--- src/rtl/sfhp_consts.vh ---
// Constants for the serial flash hold and lane-3 pin logic
`ifndef SFHP_CONSTS_VH
`define SFHP_CONSTS_VH
// Lane mode codes
`define SFHP_MODE_SINGLE 2'h0
`define SFHP_MODE_QIN 2'h1
`define SFHP_MODE_QOUT 2'h2
`define SFHP_MODE_W 2
// Shift register and bit counter widths
`define SFHP_BYTE_W 8
`define SFHP_CNT_W 3
`define SFHP_CNT_LAST 3'h7
`define SFHP_CNT_QLAST 3'h1
`define SFHP_CNT_RST 3'h0
`define SFHP_BYTE_RST 8'h00
// Synchroniser depth
`define SFHP_SYNC_W 2
// Float flag clear, chip select and clock at their idle high level
`define SFHP_SYNC_RST 3'h3
`define SFHP_SYNC_RST0 2'h0
// Lane pins idle high, so no hold is seen out of reset
`define SFHP_IO_RST 4'hf
// Clock history starts at the idle level, so reset makes no false edge
`define SFHP_SCK_RST 1'b1
`define SFHP_NIB_RST 4'h0
`define SFHP_OE_OFF 4'hf
`define SFHP_OE_ON 4'h0
`endif

--- src/rtl/sfhp_sync.v ---
// Two-flop synchroniser bank for the serial pins
`timescale 1ns/1ps
module sfhp_sync
#(
  parameter WIDTH = 4,
  parameter [WIDTH-1:0] RST_VAL = {WIDTH{1'b0}}
)
(
  // Clock and reset
  input wire clk,
  input wire nrst,
  // Pins in, synchronised out
  input wire [WIDTH-1:0] async_in,
  output wire [WIDTH-1:0] sync_out
);
  genvar i;
  generate
    for (i = 0; i < WIDTH; i = i + 1)
    begin : g_bit
      reg meta_q;
      reg stab_q;
      always @(posedge clk or negedge nrst)
      begin
        if (!nrst)
        begin
          meta_q <= RST_VAL[i];
          stab_q <= RST_VAL[i];
        end
        else
        begin
          meta_q <= async_in[i];
          stab_q <= meta_q;
        end
      end
      assign sync_out[i] = stab_q;
    end
  endgenerate
endmodule

--- src/rtl/sfhp_top.v ---
// Hold and lane-3 pin logic of the serial flash slave interface
// Behaviour
// (RQ1) Hold only pauses the transfer; selection and shift state are kept.
// (RQ2) While held, serial clock edges and serial input are ignored.
// (RQ3) While held, the serial output driver is released.
// (RQ4) Hold begins only while selected and with the serial clock low.
// (RQ5) Hold never touches an internal program or erase cycle.
// (RQ6) In quad program the hold pin is input lane 3, four bits per rise.
// (RQ7) In quad read the hold pin drives lane 3, updated on each fall.
// (RQ8) A floating hold pin reads as deasserted through a pull-up.
// (RQ9) Single lane captures on rising and shifts out on falling edges.
// (RQ10) Chip select falling starts and rising ends command decoding.
// (RQ11) Release of hold resumes at the exact bit where shifting stopped.
`timescale 1ns/1ps
`include "sfhp_consts.vh"
module sfhp_top
(
  // Clock and reset
  input wire clk,
  input wire nrst,
  // Serial pins, sampled through synchronisers
  input wire cs_n_pin,
  input wire sck_pin,
  input wire [3:0] io_in,
  // Pull-up presence on lane 3, high when the pin is left floating
  input wire hold_float,
  // Lane mode from the command decoder
  input wire [1:0] lane_mode,
  // Data to send, one byte per load
  input wire [7:0] tx_byte,
  // Internal program or erase cycle busy
  input wire busy_in,
  // Pad drivers, enable low means driving
  output reg so_out,
  output reg so_oe_n,
  output reg [3:0] quad_out,
  output reg [3:0] quad_oe_n,
  // Received data and events
  output reg [7:0] rx_byte,
  output reg rx_valid,
  output reg tx_load,
  output reg frame_start,
  output reg frame_end,
  output reg hold_active,
  output reg busy_out
);
  wire [3:0] io_s;
  wire [2:0] ctl_s;
  wire float_s;
  wire cs_n_s;
  wire sck_s;
  wire hold_raw;
  reg cs_n_q;
  reg sck_q;
  reg hold_q;
  reg [7:0] sh_in_q;
  reg [7:0] sh_out_q;
  reg [2:0] cnt_q;
  reg [2:0] ocnt_q;
  reg hold_d;
  wire rise;
  wire fall;
  wire quad_in;
  wire quad_rd;
  wire [2:0] last;

  sfhp_sync #(.WIDTH(4), .RST_VAL(`SFHP_IO_RST)) u_io
  (
    .clk(clk),
    .nrst(nrst),
    .async_in(io_in),
    .sync_out(io_s)
  );

  // Float flag rides with the pins so lane 3 and its pull-up stay aligned
  sfhp_sync #(.WIDTH(3), .RST_VAL(`SFHP_SYNC_RST)) u_ctl
  (
    .clk(clk),
    .nrst(nrst),
    .async_in({hold_float, cs_n_pin, sck_pin}),
    .sync_out(ctl_s)
  );

  assign float_s = ctl_s[2];
  assign cs_n_s = ctl_s[1];
  assign sck_s = ctl_s[0];
  assign quad_in = (lane_mode == `SFHP_MODE_QIN);
  assign quad_rd = (lane_mode == `SFHP_MODE_QOUT);
  // Floating pin counts as high; lane 3 is data in quad modes
  assign hold_raw = ~(io_s[3] | float_s) & ~quad_in & ~quad_rd; // RQ8
  // Edges of the serial clock only count when not held
  assign rise = sck_s & ~sck_q & ~cs_n_s & ~hold_q; // RQ2
  assign fall = ~sck_s & sck_q & ~cs_n_s & ~hold_q; // RQ2
  assign last = (quad_in | quad_rd) ? `SFHP_CNT_QLAST : `SFHP_CNT_LAST;

  // Hold entry needs select and clock low; exit may happen any time
  always @*
  begin
    hold_d = hold_q;
    if (cs_n_s)
      hold_d = 1'b0;
    else if (!hold_q && hold_raw && !sck_s) // RQ4
      hold_d = 1'b1;
    else if (hold_q && !hold_raw)
      hold_d = 1'b0; // RQ11
  end

  // Pin history for edge detection, and the hold state itself
  always @(posedge clk or negedge nrst)
  begin
    if (!nrst)
    begin
      cs_n_q <= 1'b1;
      sck_q <= `SFHP_SCK_RST;
      hold_q <= 1'b0;
    end
    else
    begin
      cs_n_q <= cs_n_s;
      sck_q <= sck_s;
      hold_q <= hold_d; // RQ1
    end
  end

  // Receive shifter; hold freezes it mid-byte instead of clearing it
  always @(posedge clk or negedge nrst)
  begin
    if (!nrst)
    begin
      sh_in_q <= `SFHP_BYTE_RST;
      cnt_q <= `SFHP_CNT_RST;
      rx_byte <= `SFHP_BYTE_RST;
      rx_valid <= 1'b0;
    end
    else
    begin
      rx_valid <= 1'b0;
      if (cs_n_s)
        cnt_q <= `SFHP_CNT_RST; // RQ10
      else if (rise) // RQ1
      begin
        if (quad_in)
          sh_in_q <= {sh_in_q[3:0], io_s}; // RQ6
        else
          sh_in_q <= {sh_in_q[6:0], io_s[0]}; // RQ9
        if (cnt_q == last)
        begin
          cnt_q <= `SFHP_CNT_RST;
          rx_valid <= 1'b1;
          rx_byte <= quad_in ? {sh_in_q[3:0], io_s} :
                               {sh_in_q[6:0], io_s[0]};
        end
        else
          cnt_q <= cnt_q + 3'h1;
      end
    end
  end

  // Transmit shifter; next byte taken while deselected or at byte end,
  // so tx_load marks the byte just taken and the following one is needed by the next byte end
  always @(posedge clk or negedge nrst)
  begin
    if (!nrst)
    begin
      sh_out_q <= `SFHP_BYTE_RST;
      ocnt_q <= `SFHP_CNT_RST;
      tx_load <= 1'b0;
      so_out <= 1'b0;
      quad_out <= `SFHP_NIB_RST;
    end
    else
    begin
      tx_load <= 1'b0;
      if (cs_n_s)
      begin
        ocnt_q <= `SFHP_CNT_RST; // RQ10
        sh_out_q <= tx_byte;
      end
      else if (fall) // RQ11
      begin
        if (quad_rd)
        begin
          quad_out <= sh_out_q[7:4]; // RQ7
          sh_out_q <= {sh_out_q[3:0], 4'h0};
        end
        else
        begin
          so_out <= sh_out_q[7]; // RQ9
          sh_out_q <= {sh_out_q[6:0], 1'b0};
        end
        if (ocnt_q == last)
        begin
          ocnt_q <= `SFHP_CNT_RST;
          sh_out_q <= tx_byte;
          tx_load <= 1'b1;
        end
        else
          ocnt_q <= ocnt_q + 3'h1;
      end
    end
  end

  // Status flags, kept apart from the shifters so hold cannot gate them
  always @(posedge clk or negedge nrst)
  begin
    if (!nrst)
    begin
      frame_start <= 1'b0;
      frame_end <= 1'b0;
      hold_active <= 1'b0;
      busy_out <= 1'b0;
    end
    else
    begin
      frame_start <= cs_n_q & ~cs_n_s; // RQ10
      frame_end <= ~cs_n_q & cs_n_s; // RQ10
      hold_active <= hold_d;
      // Internal cycle status passes straight through hold
      busy_out <= busy_in; // RQ5
    end
  end

  // Drivers released when deselected or held
  always @(posedge clk or negedge nrst)
  begin
    if (!nrst)
    begin
      so_oe_n <= 1'b1;
      quad_oe_n <= `SFHP_OE_OFF;
    end
    else
    begin
      so_oe_n <= cs_n_s | hold_d | quad_in | quad_rd; // RQ3
      quad_oe_n <= (cs_n_s | ~quad_rd) ? `SFHP_OE_OFF : `SFHP_OE_ON; // RQ7
    end
  end
endmodule

--- config.mk ---
export PLATFORM = sky130hd
export DESIGN_NAME = sfhp_top
export DESIGN_NICKNAME = d
export VERILOG_FILES = /design/src/rtl/sfhp_sync.v /design/src/rtl/sfhp_top.v
export VERILOG_INCLUDE_DIRS = /design/src /design/src/rtl
export SDC_FILE = /design/constraint.sdc
export NUM_CORES = 1
export LEC_CHECK = 0
export BUFFER_PORTS_ARGS = -buffer_cell sky130_fd_sc_hd__buf_2
export CORE_UTILIZATION = 59
export CTS_BUF_LIST = sky130_fd_sc_hd__clkbuf_4 sky130_fd_sc_hd__clkbuf_8 sky130_fd_sc_hd__clkbuf_16
export DETAILED_ROUTE_END_ITERATION = 16
export PLACE_DENSITY_LB_ADDON = 0.2
export SLEW_MARGIN = 20
export SYNTH_ARGS = -nofsm -noshare
export SYNTH_HDL_FRONTEND = slang
export SYNTH_SLANG_ARGS = --single-unit
--- constraint.sdc ---
create_clock -name clk -period 3.5 [get_ports clk]
set_input_delay 0 -clock clk [delete_from_list [all_inputs] [get_ports clk]]
set_output_delay 0 -clock clk [all_outputs]
set_load 0.005 [all_outputs]
After elaboration in Yosys (flattened, before gate mapping)
Cells that the tools add are included.
{"block": "totals", "output_inout_bits": 24, "regBits": 61, "wordCells": 95, "inputBits": 20}
{"block": "op_classes", "bitwise": 24, "add_sub_neg": 2, "n_reduce_logical": 12, "muxes": 22, "eq_ne": 4}
{"cell": "8-bit 2-to-1 mux", "count": 5}
{"cell": "3-bit 2-to-1 mux", "count": 7}
{"cell": "1-bit bitwise AND", "count": 10}
{"cell": "1-bit 2-to-1 mux", "count": 9}
{"cell": "3-bit AND reduction", "count": 3}
{"cell": "1-bit inverter", "count": 8}
{"cell": "3-bit by 1-bit adder with 3-bit output (second input constant)", "count": 2}
{"cell": "3-bit equality test", "count": 2}
{"cell": "1-bit bitwise OR", "count": 6}
{"cell": "4-bit 2-to-1 mux", "count": 1}
{"cell": "2-bit nonzero test", "count": 2}
{"cell": "1-bit logical AND", "count": 3}
{"cell": "1-bit logical NOT", "count": 3}
{"cell": "2-bit by 1-bit equality test with 1-bit output (second input constant)", "count": 1}
{"cell": "2-bit equality test (second input constant)", "count": 1}
{"cell": "2-bit AND reduction", "count": 1}

Depth between registers and ports, before layout
Gate-level depths: netlist (run 1).
{"block": "logic_depth", "ltp_word": 12, "ltp_mapped": 7, "depth_no_buf": 6}

Cells and area by module
From an unflattened synthesis (run 1), not the netlist that was laid out.
{"block": "hier_totals", "hier_cells": 196, "area_unflattened_um2": 2467.4}
{"mod": "sfhp_top", "area_each_um2": 2049.5, "cells_each": 175, "instances": 1, "seq_area_each_um2": 1106.1}
{"mod": "sfhp_sync (u_io)", "area_each_um2": 240.2, "cells_each": 12, "instances": 1, "seq_area_each_um2": 210.2}
{"mod": "sfhp_sync (u_ctl)", "area_each_um2": 177.7, "cells_each": 9, "instances": 1, "seq_area_each_um2": 155.1}

Least setup slack after synthesis (run 1)
OpenSTA, ideal clock, no wires.
{"block": "synth_path", "path_type": "register to register", "from": "register sck_q", "to": "register so_out", "synth_period_minus_slack_ns": 1.636, "stages_incl_launch_ff": 5, "t_arrival_ns": 1.511, "required_time_ns": 3.375, "path_slack_ns": 1.864, "n_path_buf": 1, "setup_time_ns": 0.125, "cell_sequence": "dfstp_2 or3b_1 buf_6 nor3_4 mux2_2"}
{"block": "synth_between", "elab_chain_cells": 4}
{"item": "from (decl)", "line": "sfhp_top.v:54", "source": "reg sck_q;"}
{"item": "from (signal assigned)", "line": "sfhp_top.v:114", "source": "sck_q <= `SFHP_SCK_RST;"}
{"item": "from (signal assigned)", "line": "sfhp_top.v:120", "source": "sck_q <= sck_s;"}
{"item": "1-bit bitwise AND (3 in series)", "line": "sfhp_top.v:93", "source": "assign fall = ~sck_s & sck_q & ~cs_n_s & ~hold_q;"}
{"item": "3-bit AND reduction (no source line)"}
{"item": "to (signal assigned)", "line": "sfhp_top.v:188", "source": "so_out <= sh_out_q[7];"}
{"item": "to (decl)", "line": "sfhp_top.v:34", "source": "output reg so_out,"}
Every way passes these cells.
A chain may end at the register's enable or synchronous reset.

Worst setup path in the final report (run 1)
{"block": "layout_path", "from": "register ocnt_q[1]", "to": "register sh_out_q[2]"}
{"block": "layout_between", "elab_chain_cells": 4}
{"item": "from (decl)", "line": "sfhp_top.v:59", "source": "reg [2:0] ocnt_q;"}
{"item": "from (signal assigned)", "line": "sfhp_top.v:166", "source": "ocnt_q <= `SFHP_CNT_RST;"}
{"item": "from (signal assigned)", "line": "sfhp_top.v:176", "source": "ocnt_q <= `SFHP_CNT_RST;"}
{"item": "from (signal assigned)", "line": "sfhp_top.v:193", "source": "ocnt_q <= `SFHP_CNT_RST;"}
{"item": "3-bit equality test", "line": "sfhp_top.v:191", "source": "if (ocnt_q == last)"}
{"item": "8-bit 2-to-1 mux", "line": "sfhp_top.v:191"}
{"item": "8-bit 2-to-1 mux", "line": "sfhp_top.v:179", "source": "else if (fall)"}
{"item": "8-bit 2-to-1 mux", "line": "sfhp_top.v:174", "source": "if (cs_n_s)"}
{"item": "to (signal assigned)", "line": "sfhp_top.v:177", "source": "sh_out_q <= tx_byte;"}
{"item": "to (signal assigned)", "line": "sfhp_top.v:184", "source": "sh_out_q <= {sh_out_q[3:0], 4'h0};"}
{"item": "to (signal assigned)", "line": "sfhp_top.v:194", "source": "sh_out_q <= tx_byte;"}
{"item": "to (decl)", "line": "sfhp_top.v:57", "source": "reg [7:0] sh_out_q;"}
Every way passes these cells. The select of a mux whose other input is x is not followed.

==> flow_results.org, run 1 <==
** Status
- Run status :: completed

** Placed design
- # port buffers :: 43
- DP HPWL :: roughly 2900 um
- Routability-driven placement finished with a final weighted congestion of 0.766.

** Detailed routing
- The count of nets left with antenna violations once routing finished came out at 0.
- For this run, design rule violations remaining after detail routing come to 0.
- Dividing the detail-routed wire length by the instance count gives 15.4 um.
- Across all layers, the routed design uses ~1,600 vias.
- After the first detailed-routing iteration, the DRC count stood at 101.
- Dividing the detail-routed via count by the number of cells gives roughly 5.5.
- Detailed-route wire length :: roughly 4600 um
- First-pass DRT Iterations :: 4

** Synthesis
- The number of nets in the synthesized netlist is approximately 210.
- The cell area that synthesis handed to floorplanning was 2410 sq um.
- Synthesis handed over a netlist of ~190 instances.
- After synthesis, the netlist uses 39 different library cells.
- The most used flip-flop cell after synthesis is dfrtp_1.
- For this run, the number of Yosys warnings is 0.
- Number of enable-type register cells in the synthesized netlist :: 0
- Mapped Avg Cell Area :: 12.8 sq um
- For this run, the register share of the synthesized area comes to roughly three fifths.
- By area the synthesized netlist is led by dfrtp_1 (44%), dfstp_2 (17%), mux2i_1 (4.6%).
- In the synthesized netlist the async set-or-reset flop fraction comes to 100%.
- Most frequent cell after synthesis :: dfrtp_1
- Portion of synthesized cell area occupied by the leading cell type :: between 40% and 50%
- Sorting the synthesized cells by how often they occur yields dfrtp_1 (42), nor2_1 (22), a21oi_1 (18).
- In this run, synthesis produced a sequential element count of 58.
- Dominant cell type by area after synthesis :: dfrtp_1

** Final layout
- Layout cells sized above 1 :: between 30% and 40%
- Number of nets in the finished design :: approximately 270
- Filler cell count in the final layout :: ~250
- In the final layout, flip-flops and latches occupy ~1500 sq um.
- Relative to the synthesized area, the layout overhead comes to 22.3%.
- The number of antenna diodes in the final layout is 0.
- In the final layout, the multi-input gates occupy slightly above 800 sq um.

** Timing
- For this run, the top clock speed supported by timing is ~440 MHz.
- After layout, the minimum clock period comes to 2.27 ns.
- Setup violations, final :: 0
- Final max-slew violation count :: 0
- The number of hold violations in the final report came to 0.
- Slew at the pin closest to its max-slew limit :: about 1.0 ns
- Summed over all failing endpoints, the final setup total negative slack is 0 ns.
- Unrepaired setup endpoints after global routing :: no
- Of the available clock period, the critical path in the final layout requires 64.9%.
- In this run the tightest slew margin relative to its limit is between 30 and 40%.
- Clock skew on the completed layout was measured at between 0.01 and 0.015 ns.

** Critical path
- Worst setup path startpoint :: ocnt_q[1]
- On the critical path, the stage with the largest delay is an instance of o21ai_0.
- The critical path goes through and3_1, o21ai_0, o21bai_1, a221o_1.
- Element type at the critical path end :: flip-flop
- Signal arrival time at the worst endpoint :: 2.48 ns
- In this design, the stage delay of the slowest critical-path cell is roughly 0.81 ns.
- The worst register-to-register path begins at ocnt_q[1].
- Critical path class :: reg -> reg
- CP Data Required Time :: 3.71 ns
- Startpoint type of the worst setup path :: flip-flop
- Maximum fanout encountered on the critical timing path :: 11

** Clock network
- Sinks on Clock Net :: 58
- Clock-pin transition on the worst setup and hold timing paths :: around 0.060 ns
- Maximum clock path buffer count :: 2
- Buffers inserted during clock tree synthesis total 9.
- CTS H-tree depth :: 3
- Clock latency on the worst-skew pair :: roughly 0.33 ns
- The tree is rooted in a clkbuf_8.
- Clock tree from TritonCTS :: built
- Gates resized during post-CTS repair numbered 0.

** Power and ir drop
- Maximum VDD drop :: around 0.35 mV
- Power spread over the standard cell area amounts to approximately 560 nW/um^2.
- For this design the static power due to leakage is 1.40 nW.
- Overall power consumption after layout is estimated at roughly 1.6 mW.

** Die
- Row generation in the floorplan step produced 22 rows.
- The die covers 4350 sq um.
- Standard cell core area :: around 3800 sq um
- The die is 66.0 um wide.
- Starting density of the core :: a little under two thirds
- Number of top-level pins :: 44
- Die height :: between 60 and 70 um

** Worst hold path
- The min-delay analysis places its worst path in the category in -> reg.
- HP Start :: io_in[2]

** Global routing
- Congestion Overflow GR :: 0
- For this run, the total global-route usage over all layers was measured as about 25%.
- The via count of the first global-routing pass was 1,703.
- The number of antenna violations at the first check in global routing came to 0.
- Entering global routing, the biggest net connects 59 pins.
- Global-route wire length before repair :: 7690 um

** Flow run
- Across the run, the number of max-cap violations was 0.
==> metrics by stage <==
step           setup slack, ns  std cells  hold slack [ns]  utilization, %  area, sq um
6_report                  1.23        302            0.319            77.7         2950
5_1_grt                   1.06        302            0.304            77.7         2950
4_1_cts                   1.28        302            0.305            77.7         2950
3_5_place_dp              1.23        269            0.106            68.5         2600
3_3_place_gp              1.40        269            0.105            68.5         2600
2_1_floorplan             1.86        189           -0.296               -         2410
==> placed cells by master, fill, tap and decap left out, types with 5 or more instances in the layout <==
cell type | netlist | layout
and3_1 | 5 | 5
dfrtp_1 | 42 | 42
a21oi_1 | 18 | 18
mux2i_1 | 11 | 11
clkbuf_8 | 1 | 11
o21ai_0 | 5 | 5
dlygate4sd3_1 | 0 | 17
dfstp_2 | 16 | 16
buf_2 | 3 | 43
nor2_1 | 22 | 22
a31oi_1 | 5 | 5
==> state kept, by name, indices dropped and copies added (netlist names) <==
signal              cells
busy_out                1
cnt_q                   3
cs_n_q                  1
frame_end               1
frame_start             1
hold_active             1
ocnt_q                  3
quad_oe_n               1
quad_out                4
rx_byte                 8
rx_valid                1
sck_q                   1
sh_in_q                 7
sh_out_q                8
so_oe_n                 1
so_out                  1
tx_load                 1
u_ctl.g_bit.meta_q      3
u_ctl.g_bit.stab_q      3
u_io.g_bit.meta_q       4
u_io.g_bit.stab_q       4
==> report_power, final <==
group          leakage [nW]  switching (mW)  total [mW]  internal [mW]
logic                 0.617           0.119       0.257          0.138
registers             0.680          0.0625       0.834          0.771
clock network         0.100           0.243       0.551          0.308
==> cell type report <==
| class | count | area share, % |
|---|---|---|
| clock buffer | 13 | 5.64 |
| clock inverter | 3 | 0.508 |
| inverter | 4 | 0.508 |
| multi-input combinational | 114 | 27.9 |
| sequential | 58 | 49.8 |
| tap | 48 | 2.03 |
| timing repair buffer | 62 | 13.6 |
==> timing repair <==
item	CTS	global route
setup buffers	0	0
endpoints found under the hold margin	58	0
hold buffers	17	0
==> worst paths after layout <==
| path | to | slack [ns] | cells past startpoint |
|---|---|---|---|
| max | sh_out_q[2] | 1.23 | 4 |
| min | u_io.g_bit[2].meta_q | 0.32 | 2 |
| max reg2reg | sh_out_q[2] | 1.23 | 4 |
| min reg2reg | u_io.g_bit[1].stab_q | 0.36 | 0 |
| max in group asynchronous | sh_out_q[1] | 2.68 | 3 |
| min in group asynchronous | sh_out_q[4] | 0.35 | 3 |
==> worst max-delay path: cells and delay by family (launching register included) <==
kind             cells  cell delay [ns]
AND/OR/NAND/NOR      1             0.19
flip-flops           1             0.43
AO/OA/AOI/OAI        3             1.53
==> metal layers <==
metal	global-route usage (%)	up-vias	wire length, um
met4	13.6	0	55
met2	39.0	47	2280
met3	7.41	4	218
met1	30.6	820	2080
li1	-	776	-
met5	0	-	0
==> logic make-up after synthesis <==
group	after synthesis	synth area share [%]
AOI/OAI and AO/OA	39	10.6
xor gates and xnor gates	2	0.726
DFF	58	60.9
buffers and inverters	17	4.92
muxes	18	8.45
adders and majority gates	4	2.07
and+or+nand+nor	51	12.3
Note: power is estimated with default switching activity, not from simulation.
==> run 2: changes to the inputs <==
- CORE_UTILIZATION: 59 -> 49
- clock period: 3.5 -> 2 ns (I/O delays scaled with it)
==> flow_results.org, run 2 (synthesis results as in run 1) <==
** Die
- Standard cell core area :: between 4000 and 5000 sq um
- Die height :: between 70 and 80 um
- Die Outline Area :: 5210 sq um
- The die is around 72 um wide.
- During I/O placement, the number of pins put on the boundary was 44.
- The floorplan has 25 rows.
- The initial utilization of the core area, before any placement, comes to between 50% and 60%.

** Detailed routing
- After detailed routing, the average wire length per cell comes to about 14 um.
- Via-to-Cell Ratio :: roughly 5.0
- Detailed-route wire length :: 4380 um
- First-pass DRT Iterations :: 6
- The detailed router finished its first iteration with between 150 and 200 violations.
- DRC :: 0
- Post-detailed-route count of antenna-violating nets :: 0
- Summing over every cut layer, the via total after detailed routing is 1,608.

** Critical path
- The worst register-to-register path begins at sck_q.
- For flop-to-flop paths, the worst setup slack is ~0.23 ns.
- Measured in cells, the most critical reg-to-reg path has a length of 3.
- The critical path in this run is classified as reg -> reg.
- Along the worst path, the maximum fanout reaches 8.
- In this run the critical register-to-register path is captured at so_out.
- Data on the critical path is required at its endpoint by 2.22 ns.
- Element type at the critical path end :: flip-flop
- STA classifies the critical path startpoint as a flip-flop.
- Data on the critical path arrives at its endpoint at 1.99 ns.

** Global routing
- Entering global routing, the biggest net connects 31 pins.
- In the global route stage, overall resource usage came out at 19.3%.
- Vias in the first global route :: 1,638
- Initial antenna violation count :: 0
- The first global-routing pass estimated around 7400 um of wire.
- Summed over all layers, the global routing overflow is 0.

** Clock network
- In this run the number of H-tree levels came out at 3.
- Clock buffer count from CTS :: 9
- After clock tree synthesis, the clock-pin slew on the worst setup and hold paths is approximately 0.060 ns.
- The cell sitting at the root of the clock tree is a clkbuf_8.
- For this design, the sink count on the clock tree is between 50 and 60.
- The clock passes through at most 2 buffers.
- The later pin in the worst-skew pair is clocked with a latency of 0.34 ns.
- Clock tree from TritonCTS :: built
- Buffers inserted by post-CTS timing repair :: 0

** Final layout
- Antenna Diode Count :: 0
- Layout cells sized above 1 :: between 30% and 40%
- The count of cells in the finished layout, fillers not included, comes to 323.
- Leaving out fill and tap cells, the most frequent cells in the layout are buf_2 (43), dfrtp_1 (42), nor2_1 (22), a21oi_1 (18), dlygate4sd3_1 (17).
- Leaving out fill and tap cells, the most frequent cell in the layout is buf_2.
- Area growth from synthesis to layout :: 25.2%
- The largest registers in the layout are rx_byte x8, sh_out_q x8, sh_in_q x7.
- Final Instance Area :: 3020 sq um
- Number of nets in the finished design :: roughly 280
- Filler cell count in the final layout :: 372

** Placed design
- Placement Cell Area :: 2670 sq um
- DP HPWL :: between 2000 and 3000 um
- Routability cong. :: approximately 0.78
- Total placed cells including tap cells :: 290
- The count of buffers added on input and output ports is 43.

** Timing
- Setup repair after global routing left no endpoint under its margin.
- After layout, the minimum clock period comes to ~1.8 ns.
- Rel. slew slack :: 55.3%
- Setup violations remaining at the end of the flow were counted as 0.
- The number of slew-limit violations in the final report is 0.
- The worst path uses 88.6% of the clock period.
- Fin Setup TNS :: 0 ns
- For the pin with the worst max-slew slack, the measured transition is 0.670 ns.
- For the final database, setup skew stands at around 0.007 ns.
- The number of hold violations in the final report was 0.
- Max Clock Freq :: 564 MHz

** Power and ir drop
- The analysis attributes to cell leakage a power of between 1 and 1.5 nW.
- Ratio of total power to cell area :: a little under 1000 nW/um^2
- Maximum VDD drop :: 0.586 mV

** Worst hold path
- The min-delay analysis places its worst path in the category in -> async.

** Status
- The flow ran to the end, and the final reports show no timing, DRC or antenna violations.

** Flow run
- Number of violations of the max-capacitance limit :: 0
[run 2: cell count changes in the layout (fill, tap and decap cells not counted), sizes merged]
cell,delta
buf,+2
clkbuf,+3
clkinv,-3
[run 2: what timing repair did]
item / 4_1_cts / 5_1_grt
hold endpoints to repair: 36 / 0
hold buffers: 17 / 0
resized for setup: 0 / 0
[run 2: final cells by class]
cell class	count	area [sq um]	share of cell area, %
clock buffer	16	189	6.25
inverter	4	15.0	0.496
sequential	58	1470	48.7
tap	67	83.8	2.77
timing repair buffer	64	440	14.6
multi-input combinational	114	825	27.3
[run 2: worst max path at each step]
stage               cells after the start     endpoint  slack (ns)   from
floorplan                               4       so_out        0.36  sck_q
global placement                        4  quad_out[3]        0.25  sck_q
detailed placement                      4  quad_out[2]        0.23  sck_q
CTS                                     4  quad_out[1]        0.23  sck_q
global route                            3       so_out        0.13  sck_q
finish                                  3       so_out        0.23  sck_q
[run 2: report_power, final]
part           internal (mW)  switching (mW)
logic                  0.249           0.199
clock network          0.588           0.421
registers               1.35           0.106
[run 2: critical path, cell delays in order, from the launching register on]
cell     delay, ns
dfstp_2       0.56
or3b_1        0.53
nor3_4        0.22
mux2_2        0.35
[run 2: per-layer routing]
metal	wire length [um]	share of wire [%]	track usage, %	vias to the layer above
li1	-	-	-	785
met1	2050	47	25.1	776
met2	2040	46	28.9	36
met3	169	3.9	4.58	11
met4	127	2.9	13.1	0
met5	0	0	0	-
[run 2: through the flow]
step | power (mW) | hold slack (ns) | setup WS (ns) | util (%)
global placement | 1.89 | 0.0670 | 0.253 | 56.4
finish | 2.91 | 0.235 | 0.227 | 64.0
floorplan | 1.71 | -0.296 | 0.364 | -
global route | 3.06 | 0.293 | 0.127 | 64.0
CTS | 2.94 | 0.246 | 0.231 | 64.0
detailed placement | 1.91 | 0.0600 | 0.231 | 56.4
